[config.mk]
export PLATFORM = sky130hd
export DESIGN_NAME = tct_timer
export DESIGN_NICKNAME = d
export VERILOG_FILES = /design/src/rtl/tct_pkg.sv /design/src/rtl/tct_timer.sv
export SDC_FILE = /design/constraint.sdc
export NUM_CORES = 1
export LEC_CHECK = 0
export BUFFER_PORTS_ARGS = -buffer_cell sky130_fd_sc_hd__buf_2
export CORE_UTILIZATION = 30
export CTS_BUF_LIST = sky130_fd_sc_hd__clkbuf_8 sky130_fd_sc_hd__clkbuf_16
export CTS_CLUSTER_SIZE = 40
export DETAILED_ROUTE_END_ITERATION = 10
export PLACE_DENSITY = 0.51
export SLEW_MARGIN = 20
export SYNTH_ARGS = -nofsm -noshare
export SYNTH_HDL_FRONTEND = slang
export SYNTH_SLANG_ARGS = --single-unit
[constraint.sdc]
create_clock -name clock -period 2.23 [get_ports clock]
set_input_delay 0.1115 -clock clock [delete_from_list [all_inputs] [get_ports clock]]
set_output_delay 0.1115 -clock clock [all_outputs]
set_load 0.1 [all_outputs]
[src/rtl/tct_pkg.sv]
/*
 * package for the second timer/counter: register offsets, bit positions,
 * reset values, mode encoding and timing constants.
 * assumes a 125 MHz system clock standing in for the oscillator.
 */
`default_nettype none
package tct_pkg;
    // register indices on the plain software port
    localparam logic [2:0] ADDR_CONTROL = 3'h0;
    localparam logic [2:0] ADDR_MODE_CONTROL = 3'h1;
    localparam logic [2:0] ADDR_COUNT_LOW = 3'h2;
    localparam logic [2:0] ADDR_COUNT_HIGH = 3'h3;
    localparam logic [2:0] ADDR_RELOAD_LOW = 3'h4;
    localparam logic [2:0] ADDR_RELOAD_HIGH = 3'h5;
    // control_reg bit positions
    localparam int CTL_OVERFLOW = 7;
    localparam int CTL_EXTERNAL = 6;
    localparam int CTL_RX_BAUD = 5;
    localparam int CTL_TX_BAUD = 4;
    localparam int CTL_EXT_EN = 3;
    localparam int CTL_RUN = 2;
    localparam int CTL_COUNTER = 1;
    localparam int CTL_CAPTURE = 0;
    // mode_control_reg bit positions
    localparam int MOD_CLK_OUT_EN = 1;
    localparam int MOD_DOWN_EN = 0;
    localparam logic [7:0] CONTROL_RESET = 8'h00;
    localparam logic [7:0] MODE_CONTROL_RESET = 8'h00;
    localparam logic [7:0] MODE_CONTROL_MASK = 8'h03;
    localparam logic [7:0] BYTE_ZERO = 8'h00;
    localparam logic [15:0] COUNT_ZERO = 16'h0000;
    localparam logic [15:0] COUNT_FULL = 16'hffff;
    // prescale ratios of the oscillator
    localparam int TIMER_DIVIDE = 12;
    localparam int CLKOUT_DIVIDE = 2;
    localparam logic [3:0] PRESCALE_ZERO = 4'h0;
    typedef enum logic [3:0] {
        TCT_AUTO_RELOAD = 4'b0001,
        TCT_CAPTURE = 4'b0010,
        TCT_BAUD = 4'b0100,
        TCT_CLOCK_OUT = 4'b1000
    } tct_mode_t;
    // software port request
    typedef struct packed {
        logic [2:0] addr;
        logic [7:0] wdata;
        logic wr;
        logic rd;
    } tct_req_t;
endpackage
`default_nettype wire

[src/rtl/tct_timer.sv]
/*
 * second timer/counter: 16-bit count with capture, auto-reload (up or
 * up/down), baud generator and clock-out modes, behind a plain register port.
 * assumes pins arrive asynchronously and that the baud pulses from the
 * other timer are on this clock.
 * a pin level must last at least one clock to be seen.
 * a software write to either count byte freezes the whole count for that
 * clock, so a running count may carry between two byte writes.
 * baud mode keeps the oscillator/12 step unless counter mode is chosen.
 * clock-out sets the overflow flag but never raises the interrupt.
 */
// Implementation choices: the address map and the address-and-strobe port.
`default_nettype none
// Overview of operation
// RULE_01 - count kept as two cascaded bytes, low byte carries into high byte
// RULE_02 - timer mode counts oscillator/12; counter mode counts pin falling edges
// RULE_03 - baud bits pick baud mode, else clock-out, capture, or auto-reload
// RULE_04 - auto-reload is the mode when no mode bits are set
// RULE_05 - capture mode counts freely and flags overflow on rollover
// RULE_06 - capture mode trigger falling edge copies count to reload, sets external flag
// RULE_07 - capture and up-only reload: both flags may raise interrupt
// RULE_08 - reset clears down-count enable, so reload mode counts up
// RULE_09 - up-only reload: overflow sets flag and loads reload value
// RULE_10 - up-only reload: trigger falling edge reloads and sets external flag
// RULE_11 - software presets reload value before relying on reloads
// RULE_12 - up/down with trigger high counts up, overflow flags and reloads
// RULE_13 - up/down with trigger low counts down, match flags and loads FFFF
// RULE_14 - up/down mode toggles external flag per wrap, no interrupt
// RULE_15 - clock-out steps at oscillator/2, reloads, raises no interrupt
// RULE_16 - clock-out enable makes overflows toggle a half-rate pin output
// RULE_17 - clock-out with timer select drives divided clock on pin
// RULE_18 - output frequency is oscillator over 4 times (65536 minus reload)
// RULE_19 - software loads reload, then count, then sets run
// RULE_20 - baud and clock-out may run together sharing the reload value
// RULE_21 - baud mode overflow pulses clock the serial port
// RULE_22 - overflow flag never set in baud mode; software clears it
// RULE_23 - baud mode forces reload on overflow, ignores trigger pin
// RULE_24 - rx and tx baud bits choose this or other timer pulses
// RULE_25 - counts only while run set; reload replaces the increment
module tct_timer #(
    parameter int TIMER_DIV = tct_pkg::TIMER_DIVIDE,
    parameter int CLKOUT_DIV = tct_pkg::CLKOUT_DIVIDE
) (
    // clock and reset
    input wire logic clock,
    input wire logic sys_rst,
    // register port
    input wire tct_pkg::tct_req_t req,
    output logic [7:0] rdata,
    // pins
    input wire logic count_clock_pin_in,
    output logic count_clock_pin_out,
    output logic count_clock_pin_oe,
    input wire logic ext_trigger_pin,
    // serial port baud clocks
    input wire logic other_timer_overflow,
    output logic rx_baud_clock,
    output logic tx_baud_clock,
    // interrupt request to the core
    output logic timer_irq
);
    import tct_pkg::*;

    logic [7:0] control_reg_ff;
    logic [7:0] mode_control_reg_ff;
    logic [7:0] count_low_ff;
    logic [7:0] count_high_ff;
    logic [7:0] reload_low_ff;
    logic [7:0] reload_high_ff;
    logic [7:0] rdata_ff;
    logic [3:0] prescale_ff;
    logic [2:0] t_pin_sync_ff;
    logic [2:0] x_pin_sync_ff;
    logic div2_ff;
    logic pin_out_ff;
    logic pin_oe_ff;
    logic rx_baud_ff;
    logic tx_baud_ff;
    logic irq_ff;

    tct_mode_t mode;
    logic baud_sel;
    logic run;
    logic down_mode;
    logic step;
    logic t_fall;
    logic x_fall;
    logic [15:0] count;
    logic [15:0] reload;
    logic [15:0] nxt_count;
    logic wrap;
    logic ext_event;
    logic capture_now;
    logic set_overflow;
    logic external_hit;
    logic external_toggle;
    logic count_up;
    logic reload_event;
    logic drive_pin;
    logic irq_source;
    logic [7:0] read_value;

    // high byte of a 16-bit value
    function automatic logic [7:0] hi_byte(input logic [15:0] v);
        hi_byte = v[15:8];
    endfunction

    // low byte of a 16-bit value
    function automatic logic [7:0] lo_byte(input logic [15:0] v);
        lo_byte = v[7:0];
    endfunction

    // software write strobe aimed at one register index
    function automatic logic wr_hit(input tct_req_t r, input logic [2:0] idx);
        wr_hit = r.wr && r.addr == idx;
    endfunction

    // prescaler at the last count of its divide ratio
    function automatic logic prescale_end(input logic [3:0] p, input logic [3:0] last);
        prescale_end = p == last;
    endfunction

    assign count = {count_high_ff, count_low_ff}; // RULE_01
    assign reload = {reload_high_ff, reload_low_ff};
    assign baud_sel = control_reg_ff[CTL_RX_BAUD] | control_reg_ff[CTL_TX_BAUD];
    assign run = control_reg_ff[CTL_RUN];
    assign down_mode = mode_control_reg_ff[MOD_DOWN_EN] && mode == TCT_AUTO_RELOAD;
    // up/down counts down only while the synchronised trigger level is low
    assign count_up = !down_mode || x_pin_sync_ff[1]; // RULE_12
    assign drive_pin = mode_control_reg_ff[MOD_CLK_OUT_EN]
        && !control_reg_ff[CTL_COUNTER]; // RULE_17

    // mode decode
    always_comb
    begin
        if (baud_sel) // RULE_03
            mode = TCT_BAUD;
        else if (mode_control_reg_ff[MOD_CLK_OUT_EN] && !control_reg_ff[CTL_CAPTURE])
            mode = TCT_CLOCK_OUT;
        else if (control_reg_ff[CTL_CAPTURE])
            mode = TCT_CAPTURE;
        else
            mode = TCT_AUTO_RELOAD; // RULE_04
    end

    // two-stage synchronisers plus one stage for edge detection
    // reset to the pull-up level so no false edge follows reset
    always_ff @(posedge clock)
    begin
        if (sys_rst)
        begin
            t_pin_sync_ff <= 3'h7;
            x_pin_sync_ff <= 3'h7;
        end
        else
        begin
            t_pin_sync_ff <= {t_pin_sync_ff[1:0], count_clock_pin_in};
            x_pin_sync_ff <= {x_pin_sync_ff[1:0], ext_trigger_pin};
        end
    end

    assign t_fall = t_pin_sync_ff[2] & ~t_pin_sync_ff[1];
    assign x_fall = x_pin_sync_ff[2] & ~x_pin_sync_ff[1];

    // oscillator prescaler: /12 for timer, /2 in clock-out
    always_ff @(posedge clock)
    begin
        if (sys_rst || !run)
            prescale_ff <= PRESCALE_ZERO;
        else if (mode == TCT_CLOCK_OUT && prescale_ff >= 4'(CLKOUT_DIV - 1)) // RULE_15
            prescale_ff <= PRESCALE_ZERO;
        else if (prescale_ff >= 4'(TIMER_DIV - 1))
            prescale_ff <= PRESCALE_ZERO;
        else
            prescale_ff <= prescale_ff + 4'h1;
    end

    always_comb
    begin
        if (!run) // RULE_25
            step = 1'b0;
        else if (mode == TCT_CLOCK_OUT) // RULE_17
            step = prescale_end(prescale_ff, 4'(CLKOUT_DIV - 1));
        else if (control_reg_ff[CTL_COUNTER]) // RULE_02
            step = t_fall;
        else
            step = prescale_end(prescale_ff, 4'(TIMER_DIV - 1));
    end

    // trigger pin falling edge only acts when enabled and not in baud mode
    assign ext_event = x_fall && control_reg_ff[CTL_EXT_EN] && !baud_sel; // RULE_23
    assign reload_event = ext_event && mode == TCT_AUTO_RELOAD && !down_mode; // RULE_10

    // next count, wrap detection and reload selection
    always_comb
    begin
        nxt_count = count + 16'h0001; // RULE_01
        wrap = 1'b0;
        // down-count: a match with the reload value underflows to all ones
        if (step && !count_up)
        begin
            if (count == reload) // RULE_13
            begin
                wrap = 1'b1;
                nxt_count = COUNT_FULL;
            end
            else
                nxt_count = count - 16'h0001;
        end
        // up-count: all ones overflows
        else if (step && count == COUNT_FULL)
        begin
            wrap = 1'b1;
            if (mode == TCT_CAPTURE) // RULE_05
                nxt_count = COUNT_ZERO;
            else
                nxt_count = reload; // RULE_09 RULE_12 RULE_15 RULE_23 RULE_25
        end
        else if (!step)
            nxt_count = count;
        if (reload_event) // RULE_10
            nxt_count = reload;
    end

    assign capture_now = ext_event && mode == TCT_CAPTURE; // RULE_06
    assign set_overflow = wrap && !baud_sel; // RULE_22
    assign external_hit = ext_event && !down_mode && mode != TCT_CLOCK_OUT;
    assign external_toggle = wrap && down_mode; // RULE_14

    // count halves: software write, else hardware step
    // a byte write wins over the hardware step in the same clock
    always_ff @(posedge clock)
    begin
        if (sys_rst)
        begin
            count_low_ff <= BYTE_ZERO;
            count_high_ff <= BYTE_ZERO;
        end
        else if (wr_hit(req, ADDR_COUNT_LOW))
            count_low_ff <= req.wdata;
        else if (wr_hit(req, ADDR_COUNT_HIGH))
            count_high_ff <= req.wdata;
        else
        begin
            count_low_ff <= lo_byte(nxt_count);
            count_high_ff <= hi_byte(nxt_count);
        end
    end

    // reload halves: software write or capture
    always_ff @(posedge clock)
    begin
        if (sys_rst)
        begin
            reload_low_ff <= BYTE_ZERO;
            reload_high_ff <= BYTE_ZERO;
        end
        else if (capture_now) // RULE_06
        begin
            reload_low_ff <= count_low_ff;
            reload_high_ff <= count_high_ff;
        end
        else if (wr_hit(req, ADDR_RELOAD_LOW)) // RULE_11
            reload_low_ff <= req.wdata;
        else if (wr_hit(req, ADDR_RELOAD_HIGH))
            reload_high_ff <= req.wdata;
    end

    // control register; hardware set wins over a software clear
    // up/down toggles the external flag from its old value
    always_ff @(posedge clock)
    begin
        if (sys_rst)
            control_reg_ff <= CONTROL_RESET;
        else
        begin
            if (wr_hit(req, ADDR_CONTROL))
                control_reg_ff <= req.wdata;
            if (set_overflow) // RULE_05 RULE_09 RULE_12 RULE_13
                control_reg_ff[CTL_OVERFLOW] <= 1'b1;
            if (external_hit) // RULE_06 RULE_10
                control_reg_ff[CTL_EXTERNAL] <= 1'b1;
            else if (external_toggle) // RULE_14
                control_reg_ff[CTL_EXTERNAL] <= ~control_reg_ff[CTL_EXTERNAL];
        end
    end

    // mode control keeps only its two defined bits
    always_ff @(posedge clock)
    begin
        if (sys_rst) // RULE_08
            mode_control_reg_ff <= MODE_CONTROL_RESET;
        else if (wr_hit(req, ADDR_MODE_CONTROL))
            mode_control_reg_ff <= req.wdata & MODE_CONTROL_MASK;
    end

    // divide-by-two stage and pin drive
    always_ff @(posedge clock)
    begin
        if (sys_rst)
        begin
            div2_ff <= 1'b0;
            pin_out_ff <= 1'b0;
            pin_oe_ff <= 1'b0;
        end
        else
        begin
            if (wrap && mode_control_reg_ff[MOD_CLK_OUT_EN]) // RULE_16 RULE_18 RULE_20
                div2_ff <= ~div2_ff;
            pin_out_ff <= div2_ff;
            pin_oe_ff <= drive_pin; // RULE_17
        end
    end

    // baud clock selection for the serial port
    always_ff @(posedge clock)
    begin
        if (sys_rst)
        begin
            rx_baud_ff <= 1'b0;
            tx_baud_ff <= 1'b0;
        end
        else
        begin
            rx_baud_ff <= control_reg_ff[CTL_RX_BAUD] ? wrap : other_timer_overflow; // RULE_21 RULE_24
            tx_baud_ff <= control_reg_ff[CTL_TX_BAUD] ? wrap : other_timer_overflow; // RULE_24
        end
    end

    // interrupt source: up/down drops the external flag, clock-out raises none
    always_comb
    begin
        if (mode == TCT_CLOCK_OUT) // RULE_15
            irq_source = 1'b0;
        else if (down_mode) // RULE_14
            irq_source = control_reg_ff[CTL_OVERFLOW]; // RULE_12
        else
            irq_source = control_reg_ff[CTL_OVERFLOW] | control_reg_ff[CTL_EXTERNAL]; // RULE_07
    end

    always_ff @(posedge clock)
    begin
        if (sys_rst)
            irq_ff <= 1'b0;
        else
            irq_ff <= irq_source;
    end

    // register selected by the read index; unmapped indices read zero
    always_comb
    begin
        case (req.addr)
            ADDR_CONTROL: read_value = control_reg_ff;
            ADDR_MODE_CONTROL: read_value = mode_control_reg_ff;
            ADDR_COUNT_LOW: read_value = count_low_ff;
            ADDR_COUNT_HIGH: read_value = count_high_ff;
            ADDR_RELOAD_LOW: read_value = reload_low_ff;
            ADDR_RELOAD_HIGH: read_value = reload_high_ff;
            default: read_value = BYTE_ZERO;
        endcase
    end

    // read data, one cycle after the strobe
    always_ff @(posedge clock)
    begin
        if (sys_rst || !req.rd)
            rdata_ff <= BYTE_ZERO;
        else
            rdata_ff <= read_value;
    end

    assign rdata = rdata_ff;
    assign count_clock_pin_out = pin_out_ff;
    assign count_clock_pin_oe = pin_oe_ff;
    assign rx_baud_clock = rx_baud_ff;
    assign tx_baud_clock = tx_baud_ff;
    assign timer_irq = irq_ff;
endmodule
`default_nettype wire
### Word level (Yosys, flattened, before mapping)

Index checks and enable logic that the tools add are counted.

* reduce and logical (&&, ||, !) cells: 44
* bitwise logic cells: 9
* equality and inequality tests: 15
* multiplexer cells: 31
* add/subtract/negate cells: 3
* order comparisons: 2

Operators with widths (count)
* $mux W16: 6
* $mux W8: 9
* $pmux W8 S6: 1
* $logic_and A1 B1 Y1: 22
* $add A16 B1 Y16 const B: 1
* $eq A16 B16 Y1: 1
* $eq A16 B16 Y1 const B: 1
* $sub A16 B1 Y16 const B: 1
* $mux W1: 12
* $reduce_bool A5 Y1: 2
* $eq A4 B1 Y1 const B: 2
* $eq A4 B4 Y1 const B: 2
* $mux W4: 2
* $logic_not A1 Y1: 7
* $eq A3 B2 Y1 const B: 2
* $eq A3 B3 Y1 const B: 2
* $reduce_and A2 Y1: 3
* $reduce_bool A2 Y1: 3
* $not A1 Y1: 5
* $add A4 B1 Y4 const B: 1
* $eq A4 B2 Y1 const B: 1
* $ge A4 B1 Y1 const B: 1
* $ge A4 B4 Y1 const B: 1
* $ne A2 B2 Y1 const B: 2
* other kinds (10): 14

* input bits: 18
* bits in registers: 66
* output and inout bits: 13
* logic and storage cells: 122

### Logic depth before layout (Yosys ltp)

Gate-level depths: netlist (run 1).

* word-level depth: 14
* gate-level depth with buffers: 9

### Worst setup path after synthesis (run 1)

No wires, ideal clock.

* kind: register to register
* start: register count_high_ff[0]
* end: register count_high_ff[3]
* arrival: 2239 ps
* stages on the path, launching flop included: 8
* required time: 2118 ps
* path slack: -121 ps
* clock period less this slack: 2351 ps
* setup time: 112 ps
* path buffers: 1
* path through: dfxtp_1 > buf_4 > nand3_1 > or4_1 > a211oi_4 > mux2i_1 > nor4_1 > a2111oi_1

* cells in the longest elaborated chain, start to end: 6
* elaborated cells on any way between the ends: 13
* classes of those cells: add/sub (2); eq/ne (2); mux (6); reduce/logical (3)

Ends and longest elaborated chain
* start, declared: line tct_timer.sv:67 `logic [7:0] count_high_ff;`
* start signal, assigned: line tct_timer.sv:242 `count_high_ff <= req.wdata;`
* start signal, assigned: line tct_timer.sv:246 `count_high_ff <= hi_byte(nxt_count);`
* $add A16 B1 Y16 or $eq A16 B16 Y1 (tied branches): line tct_timer.sv:197, tct_timer.sv:211
* $mux W16 or $logic_and A1 B1 Y1 (tied branches): line tct_timer.sv:219, tct_timer.sv:211
* $mux W16: line tct_timer.sv:211 `else if (step && count == COUNT_FULL)`
* $mux W16: line tct_timer.sv:200 `if (step && !count_up)`
* $mux W16: line tct_timer.sv:221 `if (reload_event)`
* $mux W8: line tct_timer.sv:241 `else if (wr_hit(req, ADDR_COUNT_HIGH))`

Parallel ways exist; a longest one is shown, timed or not. The select of a mux whose other input is x is not followed.
A chain may end at the register's enable or synchronous reset.

### Worst setup path in the final report (run 1)

* start: register count_low_ff[7]
* end: register count_high_ff[3]

* cells in the longest elaborated chain, start to end: 6
* elaborated cells on any way between the ends: 13
* classes of those cells: add/sub (2); eq/ne (2); mux (6); reduce/logical (3)

Ends and longest elaborated chain
* start, declared: line tct_timer.sv:66 `logic [7:0] count_low_ff;`
* start signal, assigned: line tct_timer.sv:240 `count_low_ff <= req.wdata;`
* start signal, assigned: line tct_timer.sv:245 `count_low_ff <= lo_byte(nxt_count);`
* $add A16 B1 Y16 or $eq A16 B16 Y1 (tied branches): line tct_timer.sv:197, tct_timer.sv:211
* $mux W16 or $logic_and A1 B1 Y1 (tied branches): line tct_timer.sv:219, tct_timer.sv:211
* $mux W16: line tct_timer.sv:211
* $mux W16: line tct_timer.sv:200
* $mux W16: line tct_timer.sv:221
* $mux W8: line tct_timer.sv:241

Parallel ways exist; a longest one is shown, timed or not. The select of a mux whose other input is x is not followed.

==> results of run 1 <==
## synth_stat cells, types with 4 or more instances
master / count
and3_1: 5
o21ai_0: 9
nor4_1: 14
a211oi_1: 18
buf_1: 5
a31oi_1: 16
o211ai_1: 7
o221ai_1: 6
xor2_1: 25
clkbuf_1: 32
nand2b_1: 4
nand2_1: 52
mux2i_1: 29
dfxtp_1: 66
a311oi_1: 4
a21oi_1: 35
nand3_1: 21
and2_1: 8
inv_1: 14
or4_1: 5
a22oi_1: 8
a211o_1: 5
ha_1: 5
xnor2_1: 8
buf_2: 6
nor3_1: 13
nor2_1: 60
or2_2: 8
nand4_1: 7
## through the flow
step	worst slack [ns]	cell area, um2	hold slack [ns]	setup TNS (ns)	cells
after floorplan	0.006821	4390	0.2153	0	558
after global placement	-0.1841	5461	0.2945	-1.447	836
after detailed placement	-0.2370	5461	0.2976	-2.381	836
after CTS	-0.03247	5993	0.02015	-0.05110	864
after global routing	-0.1226	6277	0.02927	-1.212	872
final	-0.06978	6277	0.03486	-0.08419	872
## power groups by stage
stage / sequential, mW / combinational [mW] / clock, mW
after floorplan: 1.27 / 0.236 / 0
after CTS: 1.23 / 0.503 / 1.48
final: 1.23 / 0.582 / 1.45
after detailed placement: 1.25 / 0.479 / 0
after global placement: 1.25 / 0.482 / 0
after global routing: 1.23 / 0.613 / 1.53
## how the worst max path moves through the flow
stage / startpoint / to / slack (ns) / cells after the start
floorplan: count_low_ff[0]$_SDFFE_PP0P_ / count_high_ff[3]$_SDFFE_PP0P_ / 0.007 / 7
global placement: control_reg_ff[0]$_SDFFE_PP0P_ / count_high_ff[2]$_SDFFE_PP0P_ / -0.18 / 7
detailed placement: prescale_ff[1]$_SDFF_PP0_ / count_high_ff[4]$_SDFFE_PP0P_ / -0.24 / 8
CTS: prescale_ff[1]$_SDFF_PP0_ / count_low_ff[4]$_SDFFE_PP0P_ / -0.03 / 9
global route: count_low_ff[7]$_SDFFE_PP0P_ / count_high_ff[3]$_SDFFE_PP0P_ / -0.12 / 8
finish: count_low_ff[7]$_SDFFE_PP0P_ / count_high_ff[3]$_SDFFE_PP0P_ / -0.07 / 8
## cell type report
cell class                 instances  area share
clock inverter                     7     0.01196
tap                              180     0.03588
sequential                        66      0.2131
multi-input combinational        434      0.4995
inverter                          15    0.009767
clock buffer                       9     0.03588
timing repair buffer             161      0.1939
## timing repair
| action | 4_1_cts | 5_1_grt |
|---|---|---|
| cloned | 0 | 2 |
| gates resized for setup | 36 | 51 |
| buffers inserted | 10 | 7 |
| pin swaps | 13 | 35 |
| hold buffers | 2 | 0 |
| hold endpoints to repair | 2 | 0 |
| setup endpoints to repair | 21 | 21 |
## state kept, by name, indices dropped and copies added, names as in the netlist
| register | count |
|---|---|
| prescale_ff | 4 |
| t_pin_sync_ff | 3 |
| reload_high_ff | 8 |
| x_pin_sync_ff | 3 |
| count_clock_pin_oe | 1 |
| tx_baud_clock | 1 |
| div2_ff | 1 |
| reload_low_ff | 8 |
| rdata | 8 |
| control_reg_ff | 8 |
| count_low_ff | 8 |
| rx_baud_clock | 1 |
| mode_control_reg_ff | 2 |
| count_clock_pin_out | 1 |
| timer_irq | 1 |
| count_high_ff | 8 |
## kinds of logic (layout without fill, tap and decap cells)
group | count (synthesis) | after routing | synth area share
muxes | 30 | 30 | 0.07137
adders and majority gates | 5 | 5 | 0.01427
AOI/OAI and AO/OA | 145 | 146 | 0.2378
xor gates and xnor gates | 33 | 33 | 0.06594
and+or+nand+nor | 220 | 220 | 0.2561
buffers and inverters | 59 | 192 | 0.05310
DFF | 66 | 66 | 0.3015
## worst max-delay path, stage by stage (launching register included)
cell and delay [ns]:
dfxtp_2 0.34, buf_6 0.14, xor2_1 0.15, nor4_2 0.37, buf_4 0.17, nand4_1 0.17, and2_4 0.24, a31o_2 0.26
a2111oi_2 0.35
## per-layer routing
layer	share of wire	vias up
met1	0.43	2451
met3	0.080	71
li1	-	2332
met5	0	-
met4	0.042	0
met2	0.45	259
==> reports/qor.csv, run 1 <==
metric;value;unit
reg2reg_slack;-0.07;ns
fin_util;0.4470;
maxSlewViolCount;0;
die-area;0.01510;mm2
final.setup_skew;0.005597;ns
synth_seq_area_share;0.3015;
synth_cell_types;74;
grt_pass1_vias;4690;
pwr-share-clk;0.446;
synth_edf_count;0;
tightest_slew;0.5205;ns
power_switching;0.9450;mW
synth-async-reset-ratio;0;
syn_area;0.004383;mm2
num_vias;5113;
clk_latency;0.34;ns
rows;43;
place_congestion;0.9724;
drcViolationCount;0;
nNetsFinal;710;
syn_inst;558;
cts_tree;done;
cts_sinks;66;
grt_overflow_total;0;
cp.arrival;2.53;ns
die_h;122.9;um
p_leak;2.598;nW
holdPathStages;3;
final.period_utilization;1.031;
die_w;122.9;um
r2r_cells;8;
layout_common_cells;116 x buf_4, 58 x nor2_1, 57 x dfxtp_1, 49 x nand2_1, 34 x a21oi_1;
wire_per_inst;22.69;um
nFillCells;1362;
cts-root-buf;clkbuf_16;
crit_required;2.46;ns
synth_seq_cells;66;
setup_viol;3;
ys.flop_type;dfxtp_1;
timing.final.ws_setup;-0.06978;ns
antenna_left;0;
core-area;0.01404;mm2
holdCritStartpoint;other_timer_overflow;
grt_antenna_before_repair;0;
path_class;flip-flop to flip-flop;
routed_via_density;5.864;
synth_top_area_frac;0.3015;
total_power;3.263;mW
netlist_top_cells_area;dfxtp_1 30%, mux2i_1 6.6%, nor2_1 5.1%;
drtPass1Iterations;5;
seqPwrFrac;0.376;
yosys.area.top_type;dfxtp_1;
cts_buffer_depth;2;
worstReg2RegEnd;count_high_ff[3]$_SDFFE_PP0P_;
hold_class;primary input to flip-flop;
drv_cap;0;
min_period;2.300;ns
sw_frac_of_total;0.2896;
numCtsBuffers;9;
grt_pass1_wl;28720;um
register_area;0.001338;mm2
p_comb_frac;0.178;
slew_headroom;0.6483;
internal_power;2.318;mW
grt_busiest_layer;met2;
ios;31;
dp_hpwl;14380;um
synth_area_per_cell;7.855;um2
area_delta_synth_final;43.22;%
start_kind;flip-flop;
p_per_area;519.8;mW/mm2
clk_pin_slew_worst_paths;0.06;ns
wl;19790;um
final_common_cell;buf_4;
crit_fanout;5;
start_util;0.3121;
max_clock_freq;0.4348;GHz
grtUsageMet3;0.05948;
drtIter0Drc;470;
min_to;rx_baud_clock$_SDFF_PP0_;
r2r-start;count_low_ff[7]$_SDFFE_PP0P_;
antenna_cells;0;
drive_gt1_frac;0.3584;
grt_use_met2;0.4045;
cp-end-kind;flip-flop;
met1_usage;0.3464;
synth_fp_nets;581;
grtUsageTotal;0.2626;
rsz0062_at_grt;yes;
cts_max_level;3;
vdd_ir_drop_max;382.7;uV
yosysWarnings;0;
port_buffers;30;
hold_viol_final;0;
status;complete, but fails checks;
grt_start_max_net_pins;37;
multi_input_area;0.003136;mm2
violations;negative setup slack;
Note: power is estimated with default switching activity, not from simulation.
==> run 2, diff against run 1 <==
--- a/config.mk
+++ b/config.mk
@@ -9,3 +9,3 @@
 export CORE_UTILIZATION = 30
-export CTS_BUF_LIST = sky130_fd_sc_hd__clkbuf_8 sky130_fd_sc_hd__clkbuf_16
+export CTS_BUF_LIST = sky130_fd_sc_hd__clkbuf_2
 export CTS_CLUSTER_SIZE = 40
==> constraint.sdc (replaced) <==
create_clock -name clock -period 2.23 [get_ports clock]
set_input_delay 0.446 -clock clock [delete_from_list [all_inputs] [get_ports clock]]
set_output_delay 0.446 -clock clock [all_outputs]
set_load 0.1 [all_outputs]
==> run 2 against run 1 <==
  * The flow still finishes with violations (negative setup slack)
  * Die area unchanged
  * Setup slack better by 0.030 ns
  * Combinational power down 3.8%
  * Clock power shrank 44%
  * Final cell count is 1.7% higher
  * Clock-buffer cell count stayed put
  * Maximum frequency is 1.3% higher
  * Critical path depth grew 2
  * Routed wire length grew 1.3%
  * Largest cell class unchanged
==> reports/qor.csv, run 2 (synthesis gave the netlist of run 1 again) <==
metric;value;unit
fin_cells;887;
fin_util;0.4550;
core-area;0.01404;mm2
status;complete, but fails checks;
r2r-start;prescale_ff[1]$_SDFF_PP0_;
wire_per_inst;22.60;um
grt_start_max_net_pins;33;
maxSlewViolCount;0;
crit_fanout;4;
place_congestion;0.9766;
slew_headroom;0.6291;
violations;negative setup slack;
grt_busiest_layer;met2;
rsz0062_at_grt;yes;
fin_tns_setup;-0.1648;ns
num_vias;5150;
hold_viol_final;0;
final_common_cell;buf_4;
drcViolationCount;0;
slowest_delay;0.41;ns
path_cells;ha_4 -> nand4bb_4 -> a211o_4 -> buf_6 -> a211oi_4 -> buf_6 -> buf_6 -> mux2i_1 -> o21ai_1 -> a31oi_1;
antenna_left;0;
antenna_cells;0;
setup_viol;6;
slowest_stage;dfxtp_2;
layout_common_cells;120 x buf_4, 59 x nor2_1, 53 x dfxtp_1, 45 x nand2_1, 30 x buf_2;
grtUsageTotal;0.2687;
timing.final.ws_setup;-0.03938;ns
nNetsFinal;725;
cp_common_cell;buf_6;
clk_pin_slew_worst_paths;0.23;ns
hold_class;primary input to flip-flop;
p_leak;2.646;nW
min_period;2.269;ns
routed_via_density;5.806;
p_per_area;406.2;mW/mm2
clk_latency;0.58;ns
rows;43;
drtPass1Iterations;5;
dp_hpwl;14300;um
grt_antenna_before_repair;0;
cp.buffers_inverters;3;
cp-end-kind;flip-flop;
vdd_ir_drop_max;287.5;uV
cp.arrival;2.76;ns
path_class;flip-flop to flip-flop;
port_buffers;30;
numCtsBuffers;9;
pre_cts_ws;-0.3508;ns
final.setup_skew;0.02771;ns
grt_use_met2;0.4168;
cts_tree;done;
grt_overflow_total;0;
crit_required;2.72;ns
crit_start;prescale_ff[1]$_SDFF_PP0_;
grt_pass1_wl;29150;um
critPathTopFamily;compound AO/OA/AOI/OAI gates;
drtIter0Drc;387;
start_util;0.3121;
whs;0.1246;ns
drv_cap;0;
cts_max_level;3;
ios;31;
grtUsageMet3;0.06227;
wl;20050;um
start_kind;flip-flop;
die_h;122.9;um
max_clock_freq;0.4406;GHz
cts_sinks;66;
grt_pass1_vias;4855;
final.period_utilization;1.018;
tightest_slew;0.5489;ns
cts_buffer_depth;2;
die_w;122.9;um
met1_usage;0.3461;
cts-root-buf;clkbuf_2;
dp.cells;847;
drive_gt1_frac;0.4059;
reg2reg_slack;-0.04;ns
holdCritStartpoint;req[0];
area_delta_synth_final;45.76;%
die-area;0.01510;mm2
==> run 2: cell count changes in the layout (fill, tap and decap cells not counted), sizes merged <==
| cell | before | now |
|---|---|---|
| clkbuf | 9 | 10 |
| clkinv | 4 | 3 |
| clkinvlp | 0 | 1 |
| buf | 159 | 173 |
==> run 2: final timing paths <==
| path | endpoint | cells past startpoint |
|---|---|---|
| setup / recovery | count_low_ff[5]$_SDFFE_PP0P_ | 10 |
| hold / removal | rdata[1]$_SDFF_PP0_ | 3 |
| hold reg to reg | t_pin_sync_ff[1]$_SDFF_PP1_ | 1 |
| setup reg to reg | count_low_ff[5]$_SDFFE_PP0P_ | 10 |
==> run 2: worst min-delay path, stage by stage <==
cell and delay (ns):
buf_2 0.09, nand2_1 0.10, nor2_1 0.06
==> run 2: routing by layer <==
metal | wire (um) | up-vias
met1 | 8355 | 2468
met2 | 9163 | 256
met4 | 912 | 0
li1 | - | 2362
met5 | 0 | -
met3 | 1616 | 64
==> run 2: power breakdown <==
group          internal (mW)  switching, mW
logic                  0.224          0.335
clock network          0.269          0.539
registers               1.21         0.0207
==> run 2: area by class of cell <==
class | count | area [um2]
clock buffer | 9 | 45.04
clock inverter | 7 | 77.57
fill | 1388 | 7654
inverter | 15 | 56.30
multi-input combinational | 434 | 3261
sequential | 66 | 1343
tap | 180 | 225.2
timing repair buffer | 176 | 1381
==> run 2: per-stage QoR <==
step | power (mW) | cell area [um2]
2_1_floorplan | 1.512 | 4409
5_1_grt | 2.694 | 6389
4_1_cts | 2.565 | 5974
3_5_place_dp | 1.734 | 5563
3_3_place_gp | 1.734 | 5563
6_report | 2.595 | 6389
==> run 2: what timing repair did <==
| item | 4_1_cts | 5_1_grt |
|---|---|---|
| hold endpoints to repair | 0 | 2 |
| setup endpoints to repair | 21 | 21 |
| cloned | 1 | 1 |
| pin swaps | 24 | 28 |
| setup buffers | 6 | 16 |
| resized for setup | 58 | 60 |
| hold buffers | 0 | 2 |
==> run 3, diff against run 2 <==
ABC_AREA = 1   (was unset)
CELL_PAD_IN_SITES_DETAIL_PLACEMENT = 1   (was unset)
CELL_PAD_IN_SITES_GLOBAL_PLACEMENT = 2   (was unset)
PLACE_DENSITY = 0.8   (was 0.51)
REMOVE_ABC_BUFFERS = 1   (was unset)
==> run 3 against run 2 <==
  * The run now ends clean
  * Clock-buffer cell count up 1
  * Setup slack better by 0.21 ns
  * Routed wire length up 2.0%
  * Maximum frequency up 10%
  * Combinational power down 25%
==> reports/qor.csv, run 3 <==
metric;value;unit
status;finished, final reports clean;
worstReg2RegEnd;count_low_ff[0]$_SDFFE_PP0P_;
internal_power;1.823;mW
critPathTopFamily;simple AND/OR/NAND/NOR gates;
cp-end-kind;flip-flop;
clk_latency;0.57;ns
antenna_cells;0;
final.period_utilization;0.9225;
drtPass1Iterations;4;
port_buffers;30;
antenna_left;0;
holdCritStartpoint;count_clock_pin_in;
met1_usage;0.3387;
synth_seq_cells;66;
num_vias;5589;
vdd_ir_drop_max;487.9;uV
grtUsageTotal;0.2538;
clk_pin_slew_worst_paths;0.24;ns
final_common_cell;nand2_1;
rows;46;
final_area;0.005702;mm2
cp.arrival;2.54;ns
ys.flop_type;dfxtp_1;
tightest_slew;0.6137;ns
place_congestion;0.9107;
drtIter0Drc;298;
register_area;0.001333;mm2
dp_hpwl;15790;um
cts_max_level;3;
synth_seq_area_share;0.2659;
layout_common_cells;204 x nand2_1, 116 x nor2_1, 98 x inv_1, 61 x nand3_1, 61 x dfxtp_1;
yosys.area.top_type;dfxtp_1;
core-area;0.01600;mm2
seqPwrFrac;0.460;
p_per_area;466.7;mW/mm2
syn_inst;801;
holdBufCountCts;0;
synth_top_cells_by_count;204 x nand2_1, 118 x nor2_1, 99 x inv_1;
die_h;130.7;um
grt_start_max_net_pins;33;
grt_overflow_total;0;
holdPathStages;2;
crit_fanout;16;
cts_tree;done;
grt_pass1_wl;31910;um
die-area;0.01708;mm2
min_period;2.057;ns
place_area;0.005466;mm2
cp.buffers_inverters;1;
ios;31;
p_leak;2.695;nW
multi_input_area;0.003020;mm2
nFillCells;2194;
pre_cts_ws;0.04340;ns
wl;20450;um
crit_start;prescale_ff[0]$_SDFF_PP0_;
power_switching;0.8377;mW
pwr-share-clk;0.383;
hold_viol_final;0;
timing.final.ws_setup;0.1729;ns
reg2reg_slack;0.17;ns
grt_antenna_before_repair;0;
hold_class;primary input to flip-flop;
fin_tns_setup;0;ns
total_power;2.661;mW
grtUsageMet3;0.03705;
yosysWarnings;0;
numCtsBuffers;9;
nNetsFinal;877;
synth_area_per_cell;6.203;um2
drv_cap;0;
path_class;flip-flop to flip-flop;
slew_headroom;0.5904;
cts_buffer_depth;2;
crit_required;2.71;ns
cts_sinks;66;
maxSlewViolCount;0;
slowest_stage;dfxtp_1;
synth_top_area_frac;0.2659;
wire_per_inst;19.02;um
routed_via_density;5.199;
setup_viol;0;
start_util;0.3105;
grt_use_met2;0.4105;
min_to;t_pin_sync_ff[0]$_SDFF_PP1_;
start_kind;flip-flop;
final.setup_skew;0.03551;ns
syn_area;0.004969;mm2
grt_busiest_layer;met2;
drcViolationCount;0;
synth_edf_count;0;
synth.most_common_cell;nand2_1;
r2r_cells;12;
p_comb_frac;0.157;
path_cells;ha_1 -> nand2_1 -> a21oi_4 -> nand3_4 -> clkinv_4 -> nand2_2 -> nand2_2 -> nand2_1 -> nand2_1 -> nand2_1 -> nand2_1 -> a21oi_1;
cp_common_cell;nand2_1;
netlist_top_cells_area;dfxtp_1 27%, nand2_1 15%, nor2_1 8.9%;
synth-async-reset-ratio;0;
r2r-start;prescale_ff[0]$_SDFF_PP0_;
cts-root-buf;clkbuf_2;
max_clock_freq;0.4861;GHz
drive_gt1_frac;0.1886;
sw_frac_of_total;0.3148;
synth_cell_types;37;
slowest_delay;0.45;ns
area_delta_synth_final;14.76;%
grt_pass1_vias;5629;
die_w;130.7;um
==> run 3: cell types whose count changed in the layout (fill, tap and decap cells not counted), sizes merged, moves of 17 or more <==
cell / previous run / this run
a211oi: 19 / 2
mux2i: 29 / 0
buf: 173 / 76
nand2: 52 / 210
inv: 17 / 107
o22ai: 3 / 24
nor2: 60 / 128
o21ai: 10 / 51
nand3: 21 / 75
==> run 3: layout make-up <==
class | instances | area share
clock buffers | 10 | 0.008778
clock inverters | 6 | 0.02019
inverters | 109 | 0.07329
multi-input cells | 592 | 0.5297
flip-flops and latches | 66 | 0.2337
well taps | 216 | 0.04740
repair buffers | 76 | 0.08690
==> run 3: logic make-up (layout without fill, tap and decap cells) <==
kind of cell    Yosys count  after routing  share of synthesized area
xor+xnor                 20             20                    0.03526
compound gates          127            127                     0.1564
simple gates            440            440                     0.4002
fa+ha+maj                 5              5                    0.01259
flops                    66             66                     0.2659
buf+inv                 143            201                     0.1297
==> run 3: worst max path at each step <==
stage                                          to  slack [ns]  cells after the start
floorplan           count_high_ff[5]$_SDFFE_PP0P_        0.39                      9
global placement     count_low_ff[1]$_SDFFE_PP0P_        0.08                     12
detailed placement   count_low_ff[1]$_SDFFE_PP0P_        0.04                     12
CTS                 count_high_ff[7]$_SDFFE_PP0P_       0.004                     12
global route         count_low_ff[5]$_SDFFE_PP0P_       -0.01                     14
finish               count_low_ff[0]$_SDFFE_PP0P_        0.17                     12
==> run 3: metrics by stage <==
step	hold WS, ns	cells	util
floorplan	0.3895	767	-
global placement	0.4003	1054	0.3416
detailed placement	0.4008	1054	0.3416
CTS	0.01314	1070	0.3520
global route	0.002464	1075	0.3564
finish	0.05965	1075	0.3564
==> run 3: power by group through the flow <==
stage                     registers (mW)  logic, mW  clock network, mW
after floorplan                     1.27      0.200                  0
after global placement              1.25      0.386                  0
after detailed placement            1.25      0.395                  0
after CTS                           1.23      0.397               1.05
after global routing                1.23      0.450               1.09
final                               1.22      0.418               1.02
==> run 3: worst reg2reg max path, cell delays in order (launching register included) <==
cell	delay, ns
dfxtp_1	0.45
ha_1	0.18
nand2_1	0.12
a21oi_4	0.30
nand3_4	0.22
clkinv_4	0.21
nand2_2	0.09
nand2_2	0.13
nand2_1	0.07
nand2_1	0.07
nand2_1	0.05
nand2_1	0.05
a21oi_1	0.05
==> run 3: timing repair <==
action                                  in CTS  in global routing
gates resized for setup                      0                 12
endpoints found under the setup margin       0                 17
buffers inserted                             0                  5
==> run 3: layer usage <==
metal | vias up | part of all wire
li1 | 2663 | -
met1 | 2737 | 0.47
met2 | 151 | 0.46
met3 | 38 | 0.042
met4 | 0 | 0.030
met5 | - | 0
